**src/mad_defines.vh**
```
`ifndef MAD_DEFINES_VH
`define MAD_DEFINES_VH
// Register byte offsets.
`define MAD_OFS_EC_WIDTH 8'h0e
`define MAD_OFS_COL_DELAY 8'h0f
`define MAD_OFS_BURST 8'h10
`define MAD_OFS_BANKS 8'h11
`define MAD_OFS_CAS_LAT 8'h12
`define MAD_OFS_CS_LAT 8'h13
`define MAD_OFS_WE_LAT 8'h14
`define MAD_OFS_MOD_FEAT 8'h15
`define MAD_OFS_DEV_FEAT 8'h16
`define MAD_OFS_CYCLE2 8'h17
// Control and status registers of this block.
`define MAD_OFS_CTRL 8'h00
`define MAD_OFS_STATUS 8'h01
`define MAD_OFS_CYC2_NS 8'h02
`define MAD_OFS_CYC2_TENTHS 8'h03
`define MAD_OFS_CAS2_LAT 8'h04
// Field masks and positions.
`define MAD_EC_WIDTH_MASK 7'h7f
`define MAD_EC_DOUBLE_BIT 7
`define MAD_BURST_MASK 8'h8f
`define MAD_LAT_MASK 8'h7f
`define MAD_MOD_FEAT_MASK 8'h7f
`define MAD_DEV_FEAT_MASK 8'h3f
`define MAD_ROLLUP_MAX 4'h3
`define MAD_ROLLUP_ADD 5'h0f
`define MAD_TENTHS_MAX 4'h9
// Reset value of the stored bytes; control register bit positions.
`define MAD_RST_BYTE 8'h00
`define MAD_CTRL_LOCK_BIT 0
`define MAD_CTRL_EC_SEP_BIT 1
`endif

```
**src/mad_attr_decoder.v**
```verilog
// How it works
// - Byte 14 bits 6:0 hold error-check width; zero undefined, 7f is 127.
// - Byte 14 bit 7 set only when second bank error-check width doubles.
// - Byte 14 width reported only when error checking uses separate components.
// - Byte 15 holds back-to-back column delay in clocks; zero undefined.
// - Byte 16 flags burst lengths 1,2,4,8 and page; bits 6:4 zero.
// - Byte 17 counts internal banks per component; zero is reserved.
// - Byte 18 bit n flags column latency n+1, bits 0 to 6.
// - Byte 19 bit n flags select latency n, bits 0 to 6.
// - Byte 20 bit n flags write latency n, bits 0 to 6.
// - Byte 21 flags module features on bits 0 to 6; bit 7 zero.
// - Buffered and registered control flags cover the whole control group.
// - Byte 22 flags precharge and write features bits 0 to 3; 7:6 zero.
// - Byte 22 bits 4,5 give lower, upper supply tolerance: 0=10%, 1=5%.
// - Byte 23 upper nibble whole ns, lower nibble 0 to 9 tenths.
// - Byte 23 upper nibble zero undefined; 1 to 3 read as 16 to 18.
module mad_attr_decoder #(
  parameter ADDR_W = 8
) (
  // Clock and reset.
  input wire clk_i,
  input wire rst_b_i,
  // Register port.
  input wire [ADDR_W-1:0] addr_i,
  input wire [7:0] wdata_i,
  input wire wr_i,
  input wire rd_i,
  output reg [7:0] rdata_o,
  // Decoded configuration.
  output reg [6:0] ec_width_o,
  output reg ec_double_o,
  output reg ec_width_valid_o,
  output reg [7:0] col_delay_o,
  output reg col_delay_valid_o,
  output reg [4:0] burst_o,
  output reg [7:0] banks_o,
  output reg banks_valid_o,
  output reg [6:0] cas_lat_o,
  output reg [6:0] cs_lat_o,
  output reg [6:0] we_lat_o,
  output reg [6:0] mod_feat_o,
  output reg [3:0] dev_feat_o,
  output reg vcc_low_5pct_o,
  output reg vcc_high_5pct_o,
  output reg [4:0] cyc2_ns_o,
  output reg [3:0] cyc2_tenths_o,
  output reg cyc2_valid_o,
  output reg [2:0] cas2_lat_o,
  output reg cas2_valid_o
);
`include "mad_defines.vh"

  // Stored attribute bytes, indexed by offset minus the first offset.
  wire [7:0] byte_q [0:9];
  reg lock_q;
  reg ec_sep_q;
  wire [7:0] rel = addr_i[7:0] - `MAD_OFS_EC_WIDTH;
  wire in_map = (addr_i[7:0] >= `MAD_OFS_EC_WIDTH) && (addr_i[7:0] <= `MAD_OFS_CYCLE2);

  // Second-highest set bit of a latency mask, as a latency index plus one.
  function [3:0] second_high;
    input [6:0] m;
    integer k;
    reg seen;
    begin
      second_high = 4'h0;
      seen = 1'b0;
      for (k = 6; k >= 0; k = k - 1) begin
        if (m[k] && second_high == 4'h0) begin
          if (seen) begin
            second_high = k[3:0] + 4'h1;
          end
          seen = 1'b1;
        end
      end
    end
  endfunction

  // Bytes load from software until locked; lock keeps them stable once the controller has read them.
  genvar g;
  generate
    for (g = 0; g < 10; g = g + 1) begin : g_byte
      // Each byte owns its flip-flops, so every element has a single driver.
      reg [7:0] val_q;
      always @(posedge clk_i) begin
        if (!rst_b_i) begin
          val_q <= `MAD_RST_BYTE;
        end else if (wr_i && !lock_q && in_map && rel == g) begin
          val_q <= wdata_i;
        end
      end
      assign byte_q[g] = val_q;
    end
  endgenerate

  // Control register: lock and separate error-check flag.
  always @(posedge clk_i) begin
    if (!rst_b_i) begin
      lock_q <= 1'b0;
      ec_sep_q <= 1'b0;
    end else if (wr_i && addr_i[7:0] == `MAD_OFS_CTRL) begin
      lock_q <= wdata_i[`MAD_CTRL_LOCK_BIT];
      ec_sep_q <= wdata_i[`MAD_CTRL_EC_SEP_BIT];
    end
  end

  // Combinational decode of the stored bytes.
  reg [7:0] b14, b16, b18, b19, b20, b21, b22, b23;
  reg [3:0] sh;
  reg [4:0] ns_d;
  always @* begin
    b14 = byte_q[0];
    b16 = byte_q[2] & `MAD_BURST_MASK;
    b18 = byte_q[4] & `MAD_LAT_MASK;
    b19 = byte_q[5] & `MAD_LAT_MASK;
    b20 = byte_q[6] & `MAD_LAT_MASK;
    b21 = byte_q[7] & `MAD_MOD_FEAT_MASK;
    b22 = byte_q[8] & `MAD_DEV_FEAT_MASK;
    b23 = byte_q[9];
    sh = second_high(b18[6:0]);
    if (b23[7:4] != 4'h0 && b23[7:4] <= `MAD_ROLLUP_MAX) begin
      ns_d = {1'b0, b23[7:4]} + `MAD_ROLLUP_ADD;
    end else begin
      ns_d = {1'b0, b23[7:4]};
    end
  end

  // Registered decoded outputs.
  always @(posedge clk_i) begin
    if (!rst_b_i) begin
      ec_width_o <= 7'h00;
      ec_double_o <= 1'b0;
      ec_width_valid_o <= 1'b0;
      col_delay_o <= 8'h00;
      col_delay_valid_o <= 1'b0;
      burst_o <= 5'h00;
      banks_o <= 8'h00;
      banks_valid_o <= 1'b0;
      cas_lat_o <= 7'h00;
      cs_lat_o <= 7'h00;
      we_lat_o <= 7'h00;
      mod_feat_o <= 7'h00;
      dev_feat_o <= 4'h0;
      vcc_low_5pct_o <= 1'b0;
      vcc_high_5pct_o <= 1'b0;
      cyc2_ns_o <= 5'h00;
      cyc2_tenths_o <= 4'h0;
      cyc2_valid_o <= 1'b0;
      cas2_lat_o <= 3'h0;
      cas2_valid_o <= 1'b0;
    end else begin
      ec_width_o <= ec_sep_q ? (b14[6:0] & `MAD_EC_WIDTH_MASK) : 7'h00;
      ec_width_valid_o <= ec_sep_q && (b14[6:0] != 7'h00);
      ec_double_o <= ec_sep_q && b14[`MAD_EC_DOUBLE_BIT];
      col_delay_o <= byte_q[1];
      col_delay_valid_o <= byte_q[1] != 8'h00;
      // Burst flags, page in the top bit.
      burst_o <= {b16[7], b16[3:0]};
      banks_o <= byte_q[3];
      banks_valid_o <= byte_q[3] != 8'h00;
      // Latency flags, undefined bit 7 dropped.
      cas_lat_o <= b18[6:0];
      cs_lat_o <= b19[6:0];
      we_lat_o <= b20[6:0];
      mod_feat_o <= b21[6:0];
      dev_feat_o <= b22[3:0];
      vcc_low_5pct_o <= b22[4];
      vcc_high_5pct_o <= b22[5];
      // Cycle time; tenths above nine make it undefined.
      cyc2_ns_o <= ns_d;
      cyc2_tenths_o <= b23[3:0];
      cyc2_valid_o <= (b23[7:4] != 4'h0) && (b23[3:0] <= `MAD_TENTHS_MAX);
      // Latency that the cycle time belongs to.
      cas2_lat_o <= sh[2:0];
      cas2_valid_o <= sh != 4'h0;
    end
  end

  // Read port: data one cycle after the strobe, zero elsewhere.
  always @(posedge clk_i) begin
    if (!rst_b_i) begin
      rdata_o <= 8'h00;
    end else if (rd_i) begin
      if (in_map) begin
        rdata_o <= byte_q[rel[3:0]];
      end else begin
        case (addr_i[7:0])
          `MAD_OFS_CTRL: rdata_o <= {6'h00, ec_sep_q, lock_q};
          `MAD_OFS_STATUS: rdata_o <= {4'h0, cas2_valid_o, cyc2_valid_o, banks_valid_o, ec_width_valid_o};
          `MAD_OFS_CYC2_NS: rdata_o <= {3'h0, cyc2_ns_o};
          `MAD_OFS_CYC2_TENTHS: rdata_o <= {4'h0, cyc2_tenths_o};
          `MAD_OFS_CAS2_LAT: rdata_o <= {5'h00, cas2_lat_o};
          default: rdata_o <= 8'h00;
        endcase
      end
    end else begin
      rdata_o <= 8'h00;
    end
  end
endmodule

```
**config.mk**
```make
export PLATFORM = sky130hd
export DESIGN_NAME = mad_attr_decoder
export DESIGN_NICKNAME = d
export VERILOG_FILES = /design/src/mad_attr_decoder.v
export VERILOG_INCLUDE_DIRS = /design/src
export SDC_FILE = /design/constraint.sdc
export NUM_CORES = 1
export LEC_CHECK = 0
export BUFFER_PORTS_ARGS = -buffer_cell sky130_fd_sc_hd__clkbuf_2
export CAP_MARGIN = 20
export CORE_ASPECT_RATIO = 1.25
export CORE_UTILIZATION = 55
export DETAILED_ROUTE_END_ITERATION = 10
export PLACE_DENSITY_LB_ADDON = 0.08
export SYNTH_ARGS = -nofsm -noshare
export SYNTH_HDL_FRONTEND = slang
export SYNTH_SLANG_ARGS = --single-unit
```
**constraint.sdc**
```tcl
create_clock -name clk_i -period 2 [get_ports clk_i]
set_input_delay 0.2 -clock clk_i [delete_from_list [all_inputs] [get_ports clk_i]]
set_output_delay 0.2 -clock clk_i [all_outputs]
set_load 0.005 [all_outputs]
```
==> results of run 1 <==
-- report_power, final --
group	switching [W]	leakage (nW)	internal (W)
logic	0.000151	1.75	0.0000755
registers	0.000000722	1.37	0.00339
clock network	0.00128	0.295	0.00210
-- routing by layer --
| layer | wire length (µm) | vias up | global-route usage |
|---|---|---|---|
| met3 | 1028 | 35 | 0.06478 |
| met5 | 0 | - | 0 |
| met2 | 7215 | 197 | 0.4335 |
| li1 | - | 2281 | - |
| met4 | 452 | 0 | 0.1029 |
| met1 | 6392 | 2254 | 0.3643 |
-- metrics by stage --
stage | instance area, µm² | total power, W | utilization | hold WS [ns] | std cells
after global placement | 6923 | 0.003682 | 0.6458 | 0.4427 | 821
after CTS | 7533 | 0.007032 | 0.7027 | 0.06792 | 850
after floorplan | 6145 | 0.003593 | - | 0.3695 | 591
after detailed placement | 6923 | 0.003686 | 0.6458 | 0.4538 | 821
after global routing | 7533 | 0.007194 | 0.7027 | 0.09362 | 850
final | 7533 | 0.007001 | 0.7027 | 0.06353 | 850
-- how the worst max path moves through the flow --
| stage | endpoint | slack (ns) | cells after the start |
|---|---|---|---|
| final | cas2_valid_o$_SDFF_PN0_ | 0.15 | 5 |
| after global placement | g_byte[5].val_q[1]$_SDFFE_PN0P_ | 0.13 | 7 |
| after CTS | cas2_valid_o$_SDFF_PN0_ | 0.16 | 5 |
| after global routing | cas2_valid_o$_SDFF_PN0_ | 0.07 | 5 |
| after floorplan | rdata_o[3]$_SDFF_PN0_ | 0.22 | 7 |
| after detailed placement | g_byte[3].val_q[1]$_SDFFE_PN0P_ | 0.03 | 9 |
-- flip-flops by register name (all words and copies together) (netlist names), 7 cells and up --
name          flops
cas_lat_o         7
rdata_o           8
mod_feat_o        7
g_byte.val_q     64
banks_o           8
col_delay_o       8
b23               8
b14               8
we_lat_o          7
cs_lat_o          7
ec_width_o        7
-- tightest hold or removal path, cell delays in order --
cell and delay (ns):
clkbuf_2 0.09, mux2i_1 0.07, nor2b_1 0.09
-- kinds of logic (layout without fill, tap and decap cells) --
logic type | count (synthesis) | after routing | share of synthesized area
AO/OA/AOI/OAI | 99 | 99 | 0.1010
AND/OR/NAND/NOR | 193 | 193 | 0.1633
adder cells (fa/ha/maj) | 2 | 2 | 0.004072
flip-flops | 170 | 170 | 0.5539
XOR/XNOR | 4 | 4 | 0.005701
multiplexers | 55 | 55 | 0.1246
buffers and inverters | 68 | 195 | 0.04744
-- area by class of cell --
type	instances	area, µm²
Inverter	33	123.9
Sequential cell	170	3403
Timing Repair Buffer	133	780.7
Multi-Input combinational cell	353	2450
Tap cell	132	165.2
Clock buffer	18	439.2
Clock inverter	11	171.4
Fill cell	830	3187
-- cell usage in the layout, fill, tap and decap left out, types with 4 or more instances in the layout --
cell       instances
mux2i_1           36
a221oi_1           5
a22oi_1            7
nor3_1             4
inv_1             33
buf_12             4
xnor2_1            4
clkbuf_2         107
nor4_1             7
a22o_1             5
nand3_1           21
and3_1            10
mux4_2            17
nor2_1             9
clkbuf_16         17
nand4_1            5
dfxtp_1          170
bufinv_16          4
nand2_1           78
a21oi_1            8
o21ai_0           52
buf_4             22
and2_1            37
==> run metrics, run 1 <==
outcome=complete, no violations; static leakage=3.411 nW; Hold EP=ec_sep_q$_SDFFE_PN0P_; pins over their slew limit=0; CP Class=flip-flop to flip-flop; worst endpoint data arrival time=2.15 ns; worst reg-to-reg path cell count=5; fraction of the yosys area taken by sequential cells=0.5539; CP Launch Type=flip-flop; Setup-failing EPs final=0; antenna violations before repair=0; Rows=42; crit path launch=g_byte[4].val_q[2]$_SDFFE_PN0P_; IO Pins=108; clock edge transition at the registers on the reported setup and hold paths=0.06 ns; post-synth net total=613; Core Region=10720 µm²; CTS tree=done; Routed Antenna Nets=0; width of the die=96.54 µm; area delta synth->final=22.60%; final hold violations=0; area share of the largest cell type after synthesis=0.5539; Port-buffer cells=107; Final HPWL DP=10700 µm; setup TNS=0 ns; overall routing resource usage=0.2750; CP bufs+invs=0; Main synth FF type=dfxtp_1; Root Buffer=clkbuf_16; worst-path cell with the longest stage delay=or4_4; synthesized instance count=591; pre-CTS setup slack=0.02677 ns; vias in the first global route=4465; layout net count=730; Max-Cap Viols=0; vias per inst=5.608; Slew HR=0.5989; YS warnings=0; final period utilization=0.9261; DIE AREA=11600 µm²; CTS Hold Buffers Added=0; most common cell in the netlist=dfxtp_1; Post-CTS Setup Inserts=0; cts bufs inserted=17; crit-path cells=or4_4, nor2_2, xnor2_1, a32o_1, or3_1; latest clock arrival within the worst-skew pair=0.42 ns; CP max stage delay=0.55 ns; leading area contributor after synthesis=dfxtp_1; CTS resizes=0; HP Start=wdata_i[1]; # diodes=0; syn_area_per_cell=10.40 µm²; min cycle time layout=1.852 ns; hold depth=3; Post-synth EDFFs=0; Post-Syn Area=6145 µm²; Clock Sink Count=170; Final Worst Setup Slack=0.1478 ns; reg2reg setup slack=0.15 ns; Clock Skew=0.007901 ns; critical path fanouts, max=6; Pre-Repair DR Iteration Count=5; critical path's top delay family=simple AND/OR/NAND/NOR gates; Starting Density=0.5732; RSZ-0062 raised after global routing=false; reg2reg start=g_byte[4].val_q[2]$_SDFFE_PN0P_; routed vias=4767; PwrDens=929.3 nW/µm²; die height=120.2 µm; Worst-Margin Slew=0.6002 ns; synth cell count leaders=dfxtp_1 (170), nand2_1 (78), o21ai_0 (52), and2_1 (37), mux2i_1 (36); largest net degree at the start of global routing=62; worst IR drop on VDD=0.5325 mV; DRC viols=0; Longest Clk Path Bufs=2; Avg WL per Cell=17.75 µm; Routability Congestion=0.8896; # H-tree levels=4; first-pass GRT wire length=23320 µm; fmax=0.5399 GHz; WL final=15090 µm; DR iter-0 viols=283; GRT overflow=0; asr flop ratio synth=0; share of cells above drive strength 1=0.2660; required time worst endpoint=2.30 ns; largest cells by area after synthesis=dfxtp_1 (55%), mux4_2 (6.2%), mux2i_1 (5.9%); Worst setup EP type=flip-flop; reg2reg end=cas2_valid_o$_SDFF_PN0_; worst hold path class=input port to flip-flop; synth unique cells=55; flops & latches, synth=170
Power figures use the tool's default switching activity.
==> run 2: changes to the inputs <==
RECOVER_POWER = 25   (was not set)
==> run metrics, run 2 (synthesized netlist as in run 1, its figures left out) <==
CTS resizes=0 (unchanged); vias per inst=5.571 (-0.67%); Levels on crit path=6 (+1); WL final=15140 µm (+0.36%); layout net count=730 (unchanged); share of cells above drive strength 1=0.2618 (-0.004178); Port-buffer cells=107 (unchanged); crit path launch=g_byte[4].val_q[3]$_SDFFE_PN0P_; Reg with most FFs=g_byte.val_q; Rows=42 (unchanged); Core Region=10720 µm² (unchanged); reg2reg start=g_byte[4].val_q[3]$_SDFFE_PN0P_; routed vias=4735 (-0.67%); Longest Clk Path Bufs=2 (unchanged); required time worst endpoint=2.30 ns (about the same); CP Launch Type=flip-flop; Logic pwr share=0.032 (about the same); Avg WL per Cell=17.82 µm (+0.36%); fmax=0.5329 GHz (-1.3%); Setup crit end=cas2_valid_o$_SDFF_PN0_; Int Power=0.005567 W (about the same); Max-Cap Viols=0 (unchanged); critical path's top delay family=compound AO/OA/AOI/OAI gates; DRC viols=0 (unchanged); setup TNS=0 ns (unchanged); critical path fanouts, max=9 (+3); Starting Density=0.5732 (unchanged); max FFs per register=64 (unchanged); worst hold path class=input port to flip-flop; CP Class=flip-flop to flip-flop; final period utilization=0.9382 (+0.01206); final hold violations=0 (unchanged); CP bufs+invs=2 (+2); vias in the first global route=4465 (unchanged); Worst-Margin Slew=0.6122 ns (+0.01203 ns); pins over their slew limit=0 (unchanged); PwrDens=930.4 nW/µm² (+0.11%); GRT overflow=0 (unchanged); worst-path cell with the longest stage delay=dfxtp_1; antenna violations before repair=0 (unchanged); Worst setup EP type=flip-flop; Pre-Repair DR Iteration Count=5 (unchanged); Setup-failing EPs final=0 (unchanged); DIE AREA=11600 µm² (unchanged); switching share of power=0.2048 (about the same); overall routing resource usage=0.2750 (unchanged); Clock Sink Count=170 (unchanged); Final HPWL DP=10700 µm (unchanged); first-pass GRT wire length=23320 µm (unchanged); CTS Hold Buffers Added=0 (unchanged); worst endpoint data arrival time=2.17 ns (+0.02 ns); Slew HR=0.5909 (-0.008038); # H-tree levels=4 (unchanged); clock edge transition at the registers on the reported setup and hold paths=0.06 ns (about the same); Switch Pwr=0.001434 W (about the same); Flop pwr share=0.484 (about the same); static leakage=3.367 nW (-1.3%); worst IR drop on VDD=0.5307 mV (-0.34%); most common cell after layout, fill and taps aside=dfxtp_1; Clock Power Share=0.484 (about the same); Final Core Density=0.7019 (-0.0008170); commonest non-fill, non-tap cells in the layout=dfxtp_1 (170), clkbuf_2 (106), nand2_1 (78); Post-CTS Setup Inserts=0 (unchanged); min cycle time layout=1.876 ns (+0.02412 ns); Root Buffer=clkbuf_16; # diodes=0 (unchanged); Routed Antenna Nets=0 (unchanged); worst reg-to-reg path cell count=6 (+1); Routability Congestion=0.8896 (unchanged); latest clock arrival within the worst-skew pair=0.42 ns (about the same); largest net degree at the start of global routing=62 (unchanged); crit-path cells=clkbuf_1, inv_1, a21oi_1, o32ai_1, a32o_1, or3_1; reg2reg setup slack=0.12 ns (-0.02 ns); DR iter-0 viols=292 (+3.2%); reg2reg end=cas2_valid_o$_SDFF_PN0_; RSZ-0062 raised after global routing=false; IO Pins=108 (unchanged); area delta synth->final=22.46%; Clock Skew=0.008672 ns (+0.0007718 ns); CTS tree=done; cts bufs inserted=17 (unchanged); fillers=835 (+0.60%); CP max stage delay=0.34 ns (-0.21 ns); width of the die=96.54 µm (unchanged); outcome=complete, no violations; die height=120.2 µm (unchanged)
## run 2: cell types whose count changed in the layout (fill, tap and decap cells not counted), sizes merged
cell,change
clkbuf,+2
buf,-2
## run 2: metrics by stage
step / std cells / worst slack [ns] / total power, W / instance area [µm²] / hold WS [ns]
after global placement: 821 / 0.1345 / 0.003682 / 6923 / 0.4427
after detailed placement: 821 / 0.02677 / 0.003686 / 6923 / 0.4538
after global routing: 850 / 0.04820 / 0.007194 / 7525 / 0.09362
final: 850 / 0.1236 / 0.007001 / 7525 / 0.06550
after CTS: 850 / 0.1613 / 0.007032 / 7533 / 0.06792
after floorplan: 591 / 0.2225 / 0.003593 / 6145 / 0.3695
## run 2: worst register-to-register path, stage by stage (launching register included)
cell and delay (ns):
dfxtp_1 0.34, clkbuf_1 0.34, inv_1 0.14, a21oi_1 0.22
o32ai_1 0.14, a32o_1 0.25, or3_1 0.33
## run 2: final cells by class
cell class | instances | area, µm² | area share
timing repair buffer | 133 | 772.0 | 0.1026
sequential | 170 | 3403 | 0.4523
tap | 132 | 165.2 | 0.02195
inverter | 33 | 123.9 | 0.01646
multi-input combinational | 353 | 2450 | 0.3256
clock inverter | 11 | 171.4 | 0.02278
clock buffer | 18 | 439.2 | 0.05836
## run 2: power by group through the flow
stage,Combinational (W),Clock [W],Sequential (W)
floorplan,0.000131,0,0.00346
global placement,0.000220,0,0.00346
detailed placement,0.000223,0,0.00346
CTS,0.000224,0.00342,0.00339
global route,0.000244,0.00357,0.00339
finish,0.000227,0.00339,0.00339
## run 2: worst min-delay path by stage
stage                                         start                         endpoint  slack [ns]  depth (start not counted)
finish                                   wdata_i[1]            ec_sep_q$_SDFFE_PN0P_        0.07                          3
global route                             wdata_i[0]              lock_q$_SDFFE_PN0P_        0.09                          3
CTS                                      wdata_i[1]            ec_sep_q$_SDFFE_PN0P_        0.07                          3
detailed placement  g_byte[8].val_q[6]$_SDFFE_PN0P_  g_byte[8].val_q[6]$_SDFFE_PN0P_        0.45                          2
global placement    g_byte[5].val_q[7]$_SDFFE_PN0P_  g_byte[5].val_q[7]$_SDFFE_PN0P_        0.44                          2
floorplan                                wdata_i[1]            ec_sep_q$_SDFFE_PN0P_        0.37                          2
## run 2: routing by layer
layer  global-route usage  vias to the layer above  routed length [µm]
li1                     -                     2284                   -
met1               0.3643                     2235                6528
met2               0.4335                      189                7317
met3              0.06478                       27                 950
met4               0.1029                        0                 346
met5                    0                        -                   0
